**src/common/dbs_ctl_defs.vh**
```
`ifndef DBS_CTL_DEFS_VH
`define DBS_CTL_DEFS_VH

// Register byte offsets
`define DBS_OFS_COMMAND 8'h00
`define DBS_OFS_SETUP 8'h04
`define DBS_OFS_IRQ_SET 8'h08
`define DBS_OFS_IRQ_CLR 8'h0C
`define DBS_OFS_IRQ_VIEW 8'h10
`define DBS_OFS_FLAGS 8'h14

// Command register bit positions
`define DBS_CMD_RX_RESET 2
`define DBS_CMD_TX_RESET 3
`define DBS_CMD_RX_ON 4
`define DBS_CMD_RX_OFF 5
`define DBS_CMD_TX_ON 6
`define DBS_CMD_TX_OFF 7
`define DBS_CMD_ERR_CLR 8

// Line setup register fields
`define DBS_SETUP_PAR_LSB 9
`define DBS_SETUP_PAR_MSB 11
`define DBS_SETUP_CHM_LSB 14
`define DBS_SETUP_CHM_MSB 15
`define DBS_SETUP_MASK 32'h0000_CE00
`define DBS_SETUP_RESET 32'h0000_0000

// Shared bit map of flags and interrupt masks
`define DBS_BIT_RX_READY 0
`define DBS_BIT_TX_READY 1
`define DBS_BIT_RX_END 3
`define DBS_BIT_TX_END 4
`define DBS_BIT_OVERRUN 5
`define DBS_BIT_FRAMING 6
`define DBS_BIT_CHECK 7
`define DBS_BIT_TX_IDLE 9
`define DBS_BIT_TX_BUF_EMPTY 11
`define DBS_BIT_RX_BUF_FULL 12
`define DBS_BIT_DBG_WRITE 30
`define DBS_BIT_DBG_READ 31
`define DBS_FLAG_MASK 32'hC000_1AFB
`define DBS_IRQ_RESET 32'h0000_0000

// Channel test select codes
`define DBS_CHM_NORMAL 2'b00
`define DBS_CHM_ECHO 2'b01
`define DBS_CHM_LOCAL 2'b10
`define DBS_CHM_REMOTE 2'b11

// Check bit kinds handed to the shift engines
`define DBS_PAR_EVEN 2'b00
`define DBS_PAR_ODD 2'b01
`define DBS_PAR_ZERO 2'b10
`define DBS_PAR_ONE 2'b11

`endif

```
**src/design/dbs_ctl.v**
```verilog
// Summary of operation
// - Receiver reset command aborts and disables receiver
// - Transmitter reset command aborts and disables transmitter
// - Receiver on command works unless receiver off or receiver reset
// - Receiver off waits for current character
// - Transmitter on command works unless transmitter off or transmitter reset
// - Transmitter off waits for shift and holding
// - Error clear command clears three error flags
// - Check bit type selects parity kind
// - Irq set enable writes set mask bits
// - Irq clear enable writes clear mask bits
// - Irq enabled view reads the mask
// - All flag registers share one bit map
// - Receive ready needs unread character and enable
// - Transmit ready: holding empty and enabled
// - Block end flags mirror channel end signals
// - Transmit buffer empty mirrors channel signal
// - Receive buffer full mirrors channel signal
// - Error flags sticky until error clear command
// - Transmitter idle: holding and shifter empty and enabled
// - Top two flags mirror debug pending signals
// - Echo mode retransmits input, transmitter ignored
// - Local loopback feeds transmitter to receiver
// - Remote loopback ties input to output
`timescale 1ns/1ps
`include "dbs_ctl_defs.vh"

module dbs_ctl #(
   parameter ADDR_W = 8
) (
   input wire clock,
   input wire reset,
   input wire [ADDR_W-1:0] avs_address,
   input wire avs_read,
   input wire avs_write,
   input wire [31:0] avs_writedata,
   input wire [3:0] avs_byteenable,
   output reg [31:0] avs_readdata,
   output wire avs_waitrequest,
   input wire rx_char_waiting,
   input wire rx_busy,
   input wire tx_holding_full,
   input wire tx_busy,
   input wire overrun_event,
   input wire framing_event,
   input wire check_bit_event,
   input wire rx_block_end,
   input wire tx_block_end,
   input wire tx_block_buf_empty,
   input wire rx_block_buf_full,
   input wire debug_write_pending,
   input wire debug_read_pending,
   input wire tx_line,
   input wire serial_in_pin,
   output reg rx_line,
   output reg serial_out_pin,
   output reg rx_abort,
   output reg tx_abort,
   output reg rx_run,
   output reg tx_run,
   output reg parity_on,
   output reg [1:0] parity_kind,
   output reg irq
);

   // Decode a check bit type code into {enable, kind}
   function [2:0] par_decode;
      input [2:0] code;
      begin
         if (code[2]) begin
            par_decode = {1'b0, `DBS_PAR_EVEN};
         end else begin
            par_decode = {1'b1, code[1:0]};
         end
      end
   endfunction

   // Byte lane mask from Avalon byte enables
   function [31:0] lane_mask;
      input [3:0] be;
      begin
         lane_mask = {{8{be[3]}}, {8{be[2]}}, {8{be[1]}}, {8{be[0]}}};
      end
   endfunction

   reg ack_q;
   reg [31:0] setup_q;
   reg [31:0] mask_q;
   reg rx_en_q;
   reg tx_en_q;
   reg rx_off_pend_q;
   reg tx_off_pend_q;
   reg ovr_q;
   reg frm_q;
   reg chk_q;
   reg in_meta_q;
   reg in_sync_q;
   reg dw_meta_q;
   reg dw_sync_q;
   reg dr_meta_q;
   reg dr_sync_q;

   wire [31:0] wdata;
   wire wr_go;
   wire rd_go;
   wire cmd_wr;
   wire [1:0] chm;
   wire remote;
   wire rx_live;
   wire tx_live;
   wire clr_err;
   wire tx_drained;
   reg [31:0] flags;
   reg [31:0] rd_mux;

   // One wait state: request seen, answer on the next cycle
   assign avs_waitrequest = (avs_read | avs_write) & ~ack_q;
   assign wr_go = avs_write & ack_q;
   assign rd_go = avs_read & ~ack_q;
   assign wdata = avs_writedata & lane_mask(avs_byteenable);
   assign cmd_wr = wr_go & (avs_address == `DBS_OFS_COMMAND);
   assign clr_err = cmd_wr & wdata[`DBS_CMD_ERR_CLR];
   assign chm = setup_q[`DBS_SETUP_CHM_MSB:`DBS_SETUP_CHM_LSB];
   // Engines idle in remote loopback
   assign remote = (chm == `DBS_CHM_REMOTE);
   assign rx_live = rx_en_q & ~remote;
   assign tx_live = tx_en_q & ~remote;
   assign tx_drained = ~tx_busy & ~tx_holding_full;

   always @(posedge clock) begin
      if (reset) begin
         ack_q <= 1'b0;
      end else begin
         ack_q <= (avs_read | avs_write) & ~ack_q;
      end
   end

   // Receiver enable state
   always @(posedge clock) begin
      if (reset) begin
         rx_en_q <= 1'b0;
         rx_off_pend_q <= 1'b0;
         rx_abort <= 1'b0;
      end else begin
         rx_abort <= cmd_wr & wdata[`DBS_CMD_RX_RESET];
         if (cmd_wr & wdata[`DBS_CMD_RX_RESET]) begin
            rx_en_q <= 1'b0;
            rx_off_pend_q <= 1'b0;
         end else if (cmd_wr & wdata[`DBS_CMD_RX_OFF]) begin
            // Let a character in flight finish first
            if (rx_busy) begin
               rx_off_pend_q <= 1'b1;
            end else begin
               rx_en_q <= 1'b0;
               rx_off_pend_q <= 1'b0;
            end
         end else if (cmd_wr & wdata[`DBS_CMD_RX_ON]) begin
            rx_en_q <= 1'b1;
            rx_off_pend_q <= 1'b0;
         end else if (rx_off_pend_q & ~rx_busy) begin
            rx_en_q <= 1'b0;
            rx_off_pend_q <= 1'b0;
         end
      end
   end

   // Transmitter enable state
   always @(posedge clock) begin
      if (reset) begin
         tx_en_q <= 1'b0;
         tx_off_pend_q <= 1'b0;
         tx_abort <= 1'b0;
      end else begin
         tx_abort <= cmd_wr & wdata[`DBS_CMD_TX_RESET];
         if (cmd_wr & wdata[`DBS_CMD_TX_RESET]) begin
            tx_en_q <= 1'b0;
            tx_off_pend_q <= 1'b0;
         end else if (cmd_wr & wdata[`DBS_CMD_TX_OFF]) begin
            // Shifting and held characters both go out first
            if (!tx_drained) begin
               tx_off_pend_q <= 1'b1;
            end else begin
               tx_en_q <= 1'b0;
               tx_off_pend_q <= 1'b0;
            end
         end else if (cmd_wr & wdata[`DBS_CMD_TX_ON]) begin
            tx_en_q <= 1'b1;
            tx_off_pend_q <= 1'b0;
         end else if (tx_off_pend_q & tx_drained) begin
            tx_en_q <= 1'b0;
            tx_off_pend_q <= 1'b0;
         end
      end
   end

   // Line setup and interrupt mask
   always @(posedge clock) begin
      if (reset) begin
         setup_q <= `DBS_SETUP_RESET;
         mask_q <= `DBS_IRQ_RESET;
      end else if (wr_go) begin
         if (avs_address == `DBS_OFS_SETUP) begin
            setup_q <= (setup_q & ~lane_mask(avs_byteenable))
               | (wdata & `DBS_SETUP_MASK);
         end
         if (avs_address == `DBS_OFS_IRQ_SET) begin
            mask_q <= mask_q | (wdata & `DBS_FLAG_MASK);
         end
         if (avs_address == `DBS_OFS_IRQ_CLR) begin
            mask_q <= mask_q & ~wdata;
         end
      end
   end

   // Sticky errors; a new error beats a same-cycle clear
   always @(posedge clock) begin
      if (reset) begin
         ovr_q <= 1'b0;
         frm_q <= 1'b0;
         chk_q <= 1'b0;
      end else begin
         ovr_q <= overrun_event | (ovr_q & ~clr_err);
         frm_q <= framing_event | (frm_q & ~clr_err);
         chk_q <= check_bit_event | (chk_q & ~clr_err);
      end
   end

   // Pin and processor-domain inputs pass two flops
   always @(posedge clock) begin
      if (reset) begin
         in_meta_q <= 1'b1;
         in_sync_q <= 1'b1;
         dw_meta_q <= 1'b0;
         dw_sync_q <= 1'b0;
         dr_meta_q <= 1'b0;
         dr_sync_q <= 1'b0;
      end else begin
         in_meta_q <= serial_in_pin;
         in_sync_q <= in_meta_q;
         dw_meta_q <= debug_write_pending;
         dw_sync_q <= dw_meta_q;
         dr_meta_q <= debug_read_pending;
         dr_sync_q <= dr_meta_q;
      end
   end

   always @* begin
      flags = 32'h0000_0000;
      flags[`DBS_BIT_RX_READY] = rx_char_waiting & rx_live;
      flags[`DBS_BIT_TX_READY] = ~tx_holding_full & tx_live;
      flags[`DBS_BIT_RX_END] = rx_block_end;
      flags[`DBS_BIT_TX_END] = tx_block_end;
      flags[`DBS_BIT_OVERRUN] = ovr_q;
      flags[`DBS_BIT_FRAMING] = frm_q;
      flags[`DBS_BIT_CHECK] = chk_q;
      flags[`DBS_BIT_TX_IDLE] = tx_drained & tx_live;
      flags[`DBS_BIT_TX_BUF_EMPTY] = tx_block_buf_empty;
      flags[`DBS_BIT_RX_BUF_FULL] = rx_block_buf_full;
      flags[`DBS_BIT_DBG_WRITE] = dw_sync_q;
      flags[`DBS_BIT_DBG_READ] = dr_sync_q;
   end

   always @* begin
      case (avs_address)
         `DBS_OFS_SETUP: rd_mux = setup_q & `DBS_SETUP_MASK;
         `DBS_OFS_IRQ_VIEW: rd_mux = mask_q;
         `DBS_OFS_FLAGS: rd_mux = flags;
         default: rd_mux = 32'h0000_0000;
      endcase
   end

   // Read data is captured on the request edge and holds until the next read
   always @(posedge clock) begin
      if (reset) begin
         avs_readdata <= 32'h0000_0000;
      end else if (rd_go) begin
         avs_readdata <= rd_mux;
      end
   end

   // Serial routing by channel test select
   always @(posedge clock) begin
      if (reset) begin
         serial_out_pin <= 1'b1;
         rx_line <= 1'b1;
      end else begin
         case (chm)
            `DBS_CHM_ECHO: begin
               serial_out_pin <= in_sync_q;
               rx_line <= in_sync_q;
            end
            `DBS_CHM_LOCAL: begin
               serial_out_pin <= 1'b1;
               rx_line <= tx_line;
            end
            `DBS_CHM_REMOTE: begin
               serial_out_pin <= in_sync_q;
               rx_line <= 1'b1;
            end
            default: begin
               serial_out_pin <= tx_line;
               rx_line <= in_sync_q;
            end
         endcase
      end
   end

   // Engine controls and interrupt line
   always @(posedge clock) begin
      if (reset) begin
         rx_run <= 1'b0;
         tx_run <= 1'b0;
         parity_on <= 1'b0;
         parity_kind <= `DBS_PAR_EVEN;
         irq <= 1'b0;
      end else begin
         rx_run <= rx_live;
         tx_run <= tx_live;
         {parity_on, parity_kind} <=
            par_decode(setup_q[`DBS_SETUP_PAR_MSB:`DBS_SETUP_PAR_LSB]);
         irq <= |(flags & mask_q);
      end
   end

endmodule

```
**config.mk**
```make
export PLATFORM = sky130hd
export DESIGN_NAME = dbs_ctl
export DESIGN_NICKNAME = d
export VERILOG_FILES = /design/src/design/dbs_ctl.v
export VERILOG_INCLUDE_DIRS = /design/src /design/src/common
export SDC_FILE = /design/constraint.sdc
export NUM_CORES = 1
export LEC_CHECK = 0
export BUFFER_PORTS_ARGS = -buffer_cell sky130_fd_sc_hd__buf_2
export CORE_MARGIN = 8
export CORE_UTILIZATION = 43
export DETAILED_ROUTE_END_ITERATION = 10
export PLACE_DENSITY = 0.68
export SLEW_MARGIN = 10
export SYNTH_ARGS = -nofsm -noshare
export SYNTH_HDL_FRONTEND = slang
export SYNTH_SLANG_ARGS = --single-unit
```
**constraint.sdc**
```tcl
create_clock -name clock -period 1.75 [get_ports clock]
set_input_delay 0 -clock clock [delete_from_list [all_inputs] [get_ports clock]]
set_output_delay 0 -clock clock [all_outputs]
set_load 0.02 [all_outputs]
```
After elaboration in Yosys (flattened, before gate mapping)
Cells that the tools add are included.

Eq/ne operators: 10. Muxes and demuxes: 20. Bitwise gates (word level): 40. Reductions and logical operators: 13.

Operators by type and width (number): $and 32x32->32 (4); $pmux 32 s3 (1); $mux 32 (2); $not 32->32 (2); $or 32x16->32 (1); $or 32x32->32 (1); $reduce_or 32->1 (1); $and 1x1->1 (22); $eq 8x4->1 const B (2); $eq 8x5->1 const B (2); $mux 1 (14); $eq 8x3->1 const B (1); $logic_not 8->1 (1); $reduce_and 2->1 (4); $reduce_or 2->1 (4); $not 1->1 (6); $reduce_bool 3->1 (2); $eq 2x2->1 const B (2); $ne 2x2->1 const B (2); $or 1x1->1 (4); $pmux 1 s2 (2); $mux 3 (1); $eq 2x1->1 const B (1); $reduce_bool 2->1 (1).

Register bits after elaboration: 120. Bits of input ports: 63. Output and inout bits: 43. Logic and storage cells: 109.

Logic depth before layout (Yosys ltp)
Depth in word-level cells: 6. Depth in mapped cells: 6. Mapped depth without buffers: 4.

Worst setup path after synthesis
OpenSTA, ideal clock, no wires.

Path kind: input -> register. Start point: input port avs_address[5]. End point: register with a tool-made name. Setup time: 0.121 ns. Arrival: 1.458 ns. Data required time: 1.629 ns. Setup slack: 0.170 ns. Cell stages on the path: 5. Path buffers: 1. Cells stage by stage: or4_4 -> nor4_4 -> buf_6 -> nand3_2 -> mux2_4.

RTL lines: start, declared (RTL line dbs_ctl.v:33) `input wire [ADDR_W-1:0] avs_address,`.

Worst setup path in the final report
Start point: register ack_q. End point: register mask_q[16].

Cells in the longest elaborated chain, start to end: 2.

RTL lines: start, declared (RTL line dbs_ctl.v:86) `reg ack_q;`; start signal, assigned (RTL line dbs_ctl.v:134) `ack_q <= (avs_read | avs_write) & ~ack_q;`; $and 1x1->1 (RTL line dbs_ctl.v:118) `assign wr_go = avs_write & ack_q;`; $reduce_and 2->1 (no line); end signal, assigned (RTL line dbs_ctl.v:200) `` mask_q <= `DBS_IRQ_RESET; ``; end signal, assigned (RTL line dbs_ctl.v:207) `` mask_q <= mask_q | (wdata & `DBS_FLAG_MASK); ``; end signal, assigned (RTL line dbs_ctl.v:210) `mask_q <= mask_q & ~wdata;`; end, declared (RTL line dbs_ctl.v:88) `reg [31:0] mask_q;`.

Every way passes these cells. A chain may end at the register's enable or synchronous reset.

==> results.toml <==
[run_status]
status = "finished clean"

[yosys]
synth_edf_count = 0
synthFlopType = "dfxtp_1"
synth_top_area_share_pct = 51.6
ys_types = 47
synthTopCellsByCount = "93 x dfxtp_1, 39 x nand2_1, 37 x nor2_1"
avgSynthCellArea_um2 = 9.45
yosysMostFrequentCell = "dfxtp_1"
ys_ff_latch = 93
yosysSeqAreaShare_pct = 51.6
synth_fp_nets = 445
yosys.area.top_type = "dfxtp_1"
syn_inst = 382
syn-cell-area_um2 = 3610
synth_area_leaders = "dfxtp_1 52%, a22oi_1 4.6%, a21oi_1 4.2%, mux2i_1 4.2%, nand2_1 4.1%"
async_flop_share_pct = 0
ys_warn_count = 0

[place]
placed_cell_area_um2 = 4300
routabilityCongestion = 0.816
dp_slack_ns = 0.00620
numPortBuffers = 105
hpwl_um = 7580

[clocking]
clk_latency_ns = 0.36
cts_tree = "yes"
cts_buffers = 9
clock-sinks = 93
clk_root_buffer_cell = "clkbuf_8"
htreeDepth = 3
clkSlewWorstSetupHoldPaths_ns = 0.09
post_cts_buffers = 0
cts_buffer_depth = 2

[critical_path]
critPathKind = "register to register"
endpoint_kind = "register"
crit_fanout = 8
critPathArrivalTime_ns = 1.80
cp_data_required_time_ns = 1.99
cp-start-kind = "register"

[floorplanning]
rows = 33
initial_utilization_pct = 44.2
core-area_um2 = 8180
die_x_um = 108
die_h_um = 108
die_area_um2 = 11600
num_io_pins = 106

[sta]
maxSlewHeadroom_pct = 51.2
period_share_pct = 88.6
fmax_mhz = 645
layout_setup_ws_ns = 0.199
final_hold_viol_count = 0
setup_viol = 0
timing.final.max_slew_violations = 0
rsz0062_at_grt = "false"
layout_min_cycle_time_ns = 1.55
worst_slew_pin_slew_ns = 0.731
tns_ns = 0
finClkSkew_ns = 0.0133

[global_routing]
grt_pass1_vias = 3501
grt_max_degree = 26
antenna_found_initial = 0
grt_overflow_total = 0
grt_pass1_wl_um = 17500
track_usage_pct = 18.8

[worst_hold_path]
hp-class = "input port to register"

[routing]
wl_per_cell_um = 16.3
wl_um = 10600
dr.pass1.iters = 4
drtIter0Drc = 183
drc_errors = 0
drt-vias-per-instance = 5.23
ant_nets = 0
num_vias = 3383

[pwr]
powerDensity_nw_per_um2 = 785
irDropWorstVdd_mv = 0.427
leakagePower_nw = 2.08
total_power_mw = 3.89

[final_layout]
design_area_um2 = 4960
antenna_cells = 0
fillerInstances = 726
multi_input_area_um2 = 1630
syn_to_final_growth_pct = 37.2
final_layout_size_suffix_gt1_share_pct = 27.9
regArea_um2 = 1860
final_nets = 601

[job]
cap_viol_max_count = 0
## path summary, 6_finish.rpt
path	from	end	slack [ns]	depth (start not counted)
worst max-delay path	ack_q	mask_q[16]	0.20	5
worst min-delay path	avs_byteenable[3]	register	0.01	3
worst max register to register	ack_q	mask_q[16]	0.20	5
worst min register to register	in_meta_q	in_sync_q	0.42	1
## cell usage in the layout, fill, tap and decap left out, types with 7 or more instances in the layout
master and count:
buf_2 105, dfxtp_1 93, dlygate4sd3_1 46, nand2_1 38, nor2_1 37, a21oi_1 30, a22oi_1 22, buf_4 16
mux2i_1 15, nor2b_1 15, o21ai_1 10, clkbuf_8 9, and2_1 7
## per-stage QoR
stage	hold WS, ns	std cells	util (%)
3_3_place_gp	0.170	586	52.6
3_5_place_dp	0.174	586	52.6
2_1_floorplan	0.0870	382	-
4_1_cts	0.000196	647	60.6
6_report	0.0141	647	60.6
5_1_grt	0.00110	647	60.6
## metal layers
metal / track usage (%) / up-vias / wire, um
met5: 0 / - / 0
met1: 23.7 / 1578 / 4560
li1: - / 1680 / -
met4: 6.64 / 0 / 159
met3: 4.67 / 13 / 640
met2: 30.5 / 112 / 5190
## critical path, stage by stage (launching register included)
cell	delay (ns)
dfxtp_1	0.43
nand2_2	0.13
nor4_2	0.26
buf_4	0.18
and2_1	0.32
a21oi_1	0.12
## kinds of logic after synthesis
kind of cell           after synthesis  share of synthesized area (%)
buffers and inverters               28                           3.40
DFF                                 93                           51.6
AOI/OAI and AO/OA                   95                           17.0
and+or+nand+nor                    146                           22.1
muxes                               20                           5.93
## report_power, final
part | switching (mW) | internal, mW
sequential | 0.00931 | 2.13
combinational | 0.178 | 0.170
clock | 0.742 | 0.658
total | 0.930 | 2.96
## repair_timing
action                                 in CTS  in global routing
endpoints found under the hold margin      52                  0
resized for setup                           0                  1
hold buffers                               46                  0
setup endpoints to repair                   0                  1
## final cells by class
class | instances | share of cell area (%)
clock buffer | 10 | 2.58
clock inverter | 5 | 1.24
multi-input combinational | 261 | 32.9
timing repair buffer | 168 | 22.7
inverter | 5 | 0.379
sequential | 93 | 37.6
tap | 105 | 2.65
No activity file was read; power rests on OpenSTA's default activity.
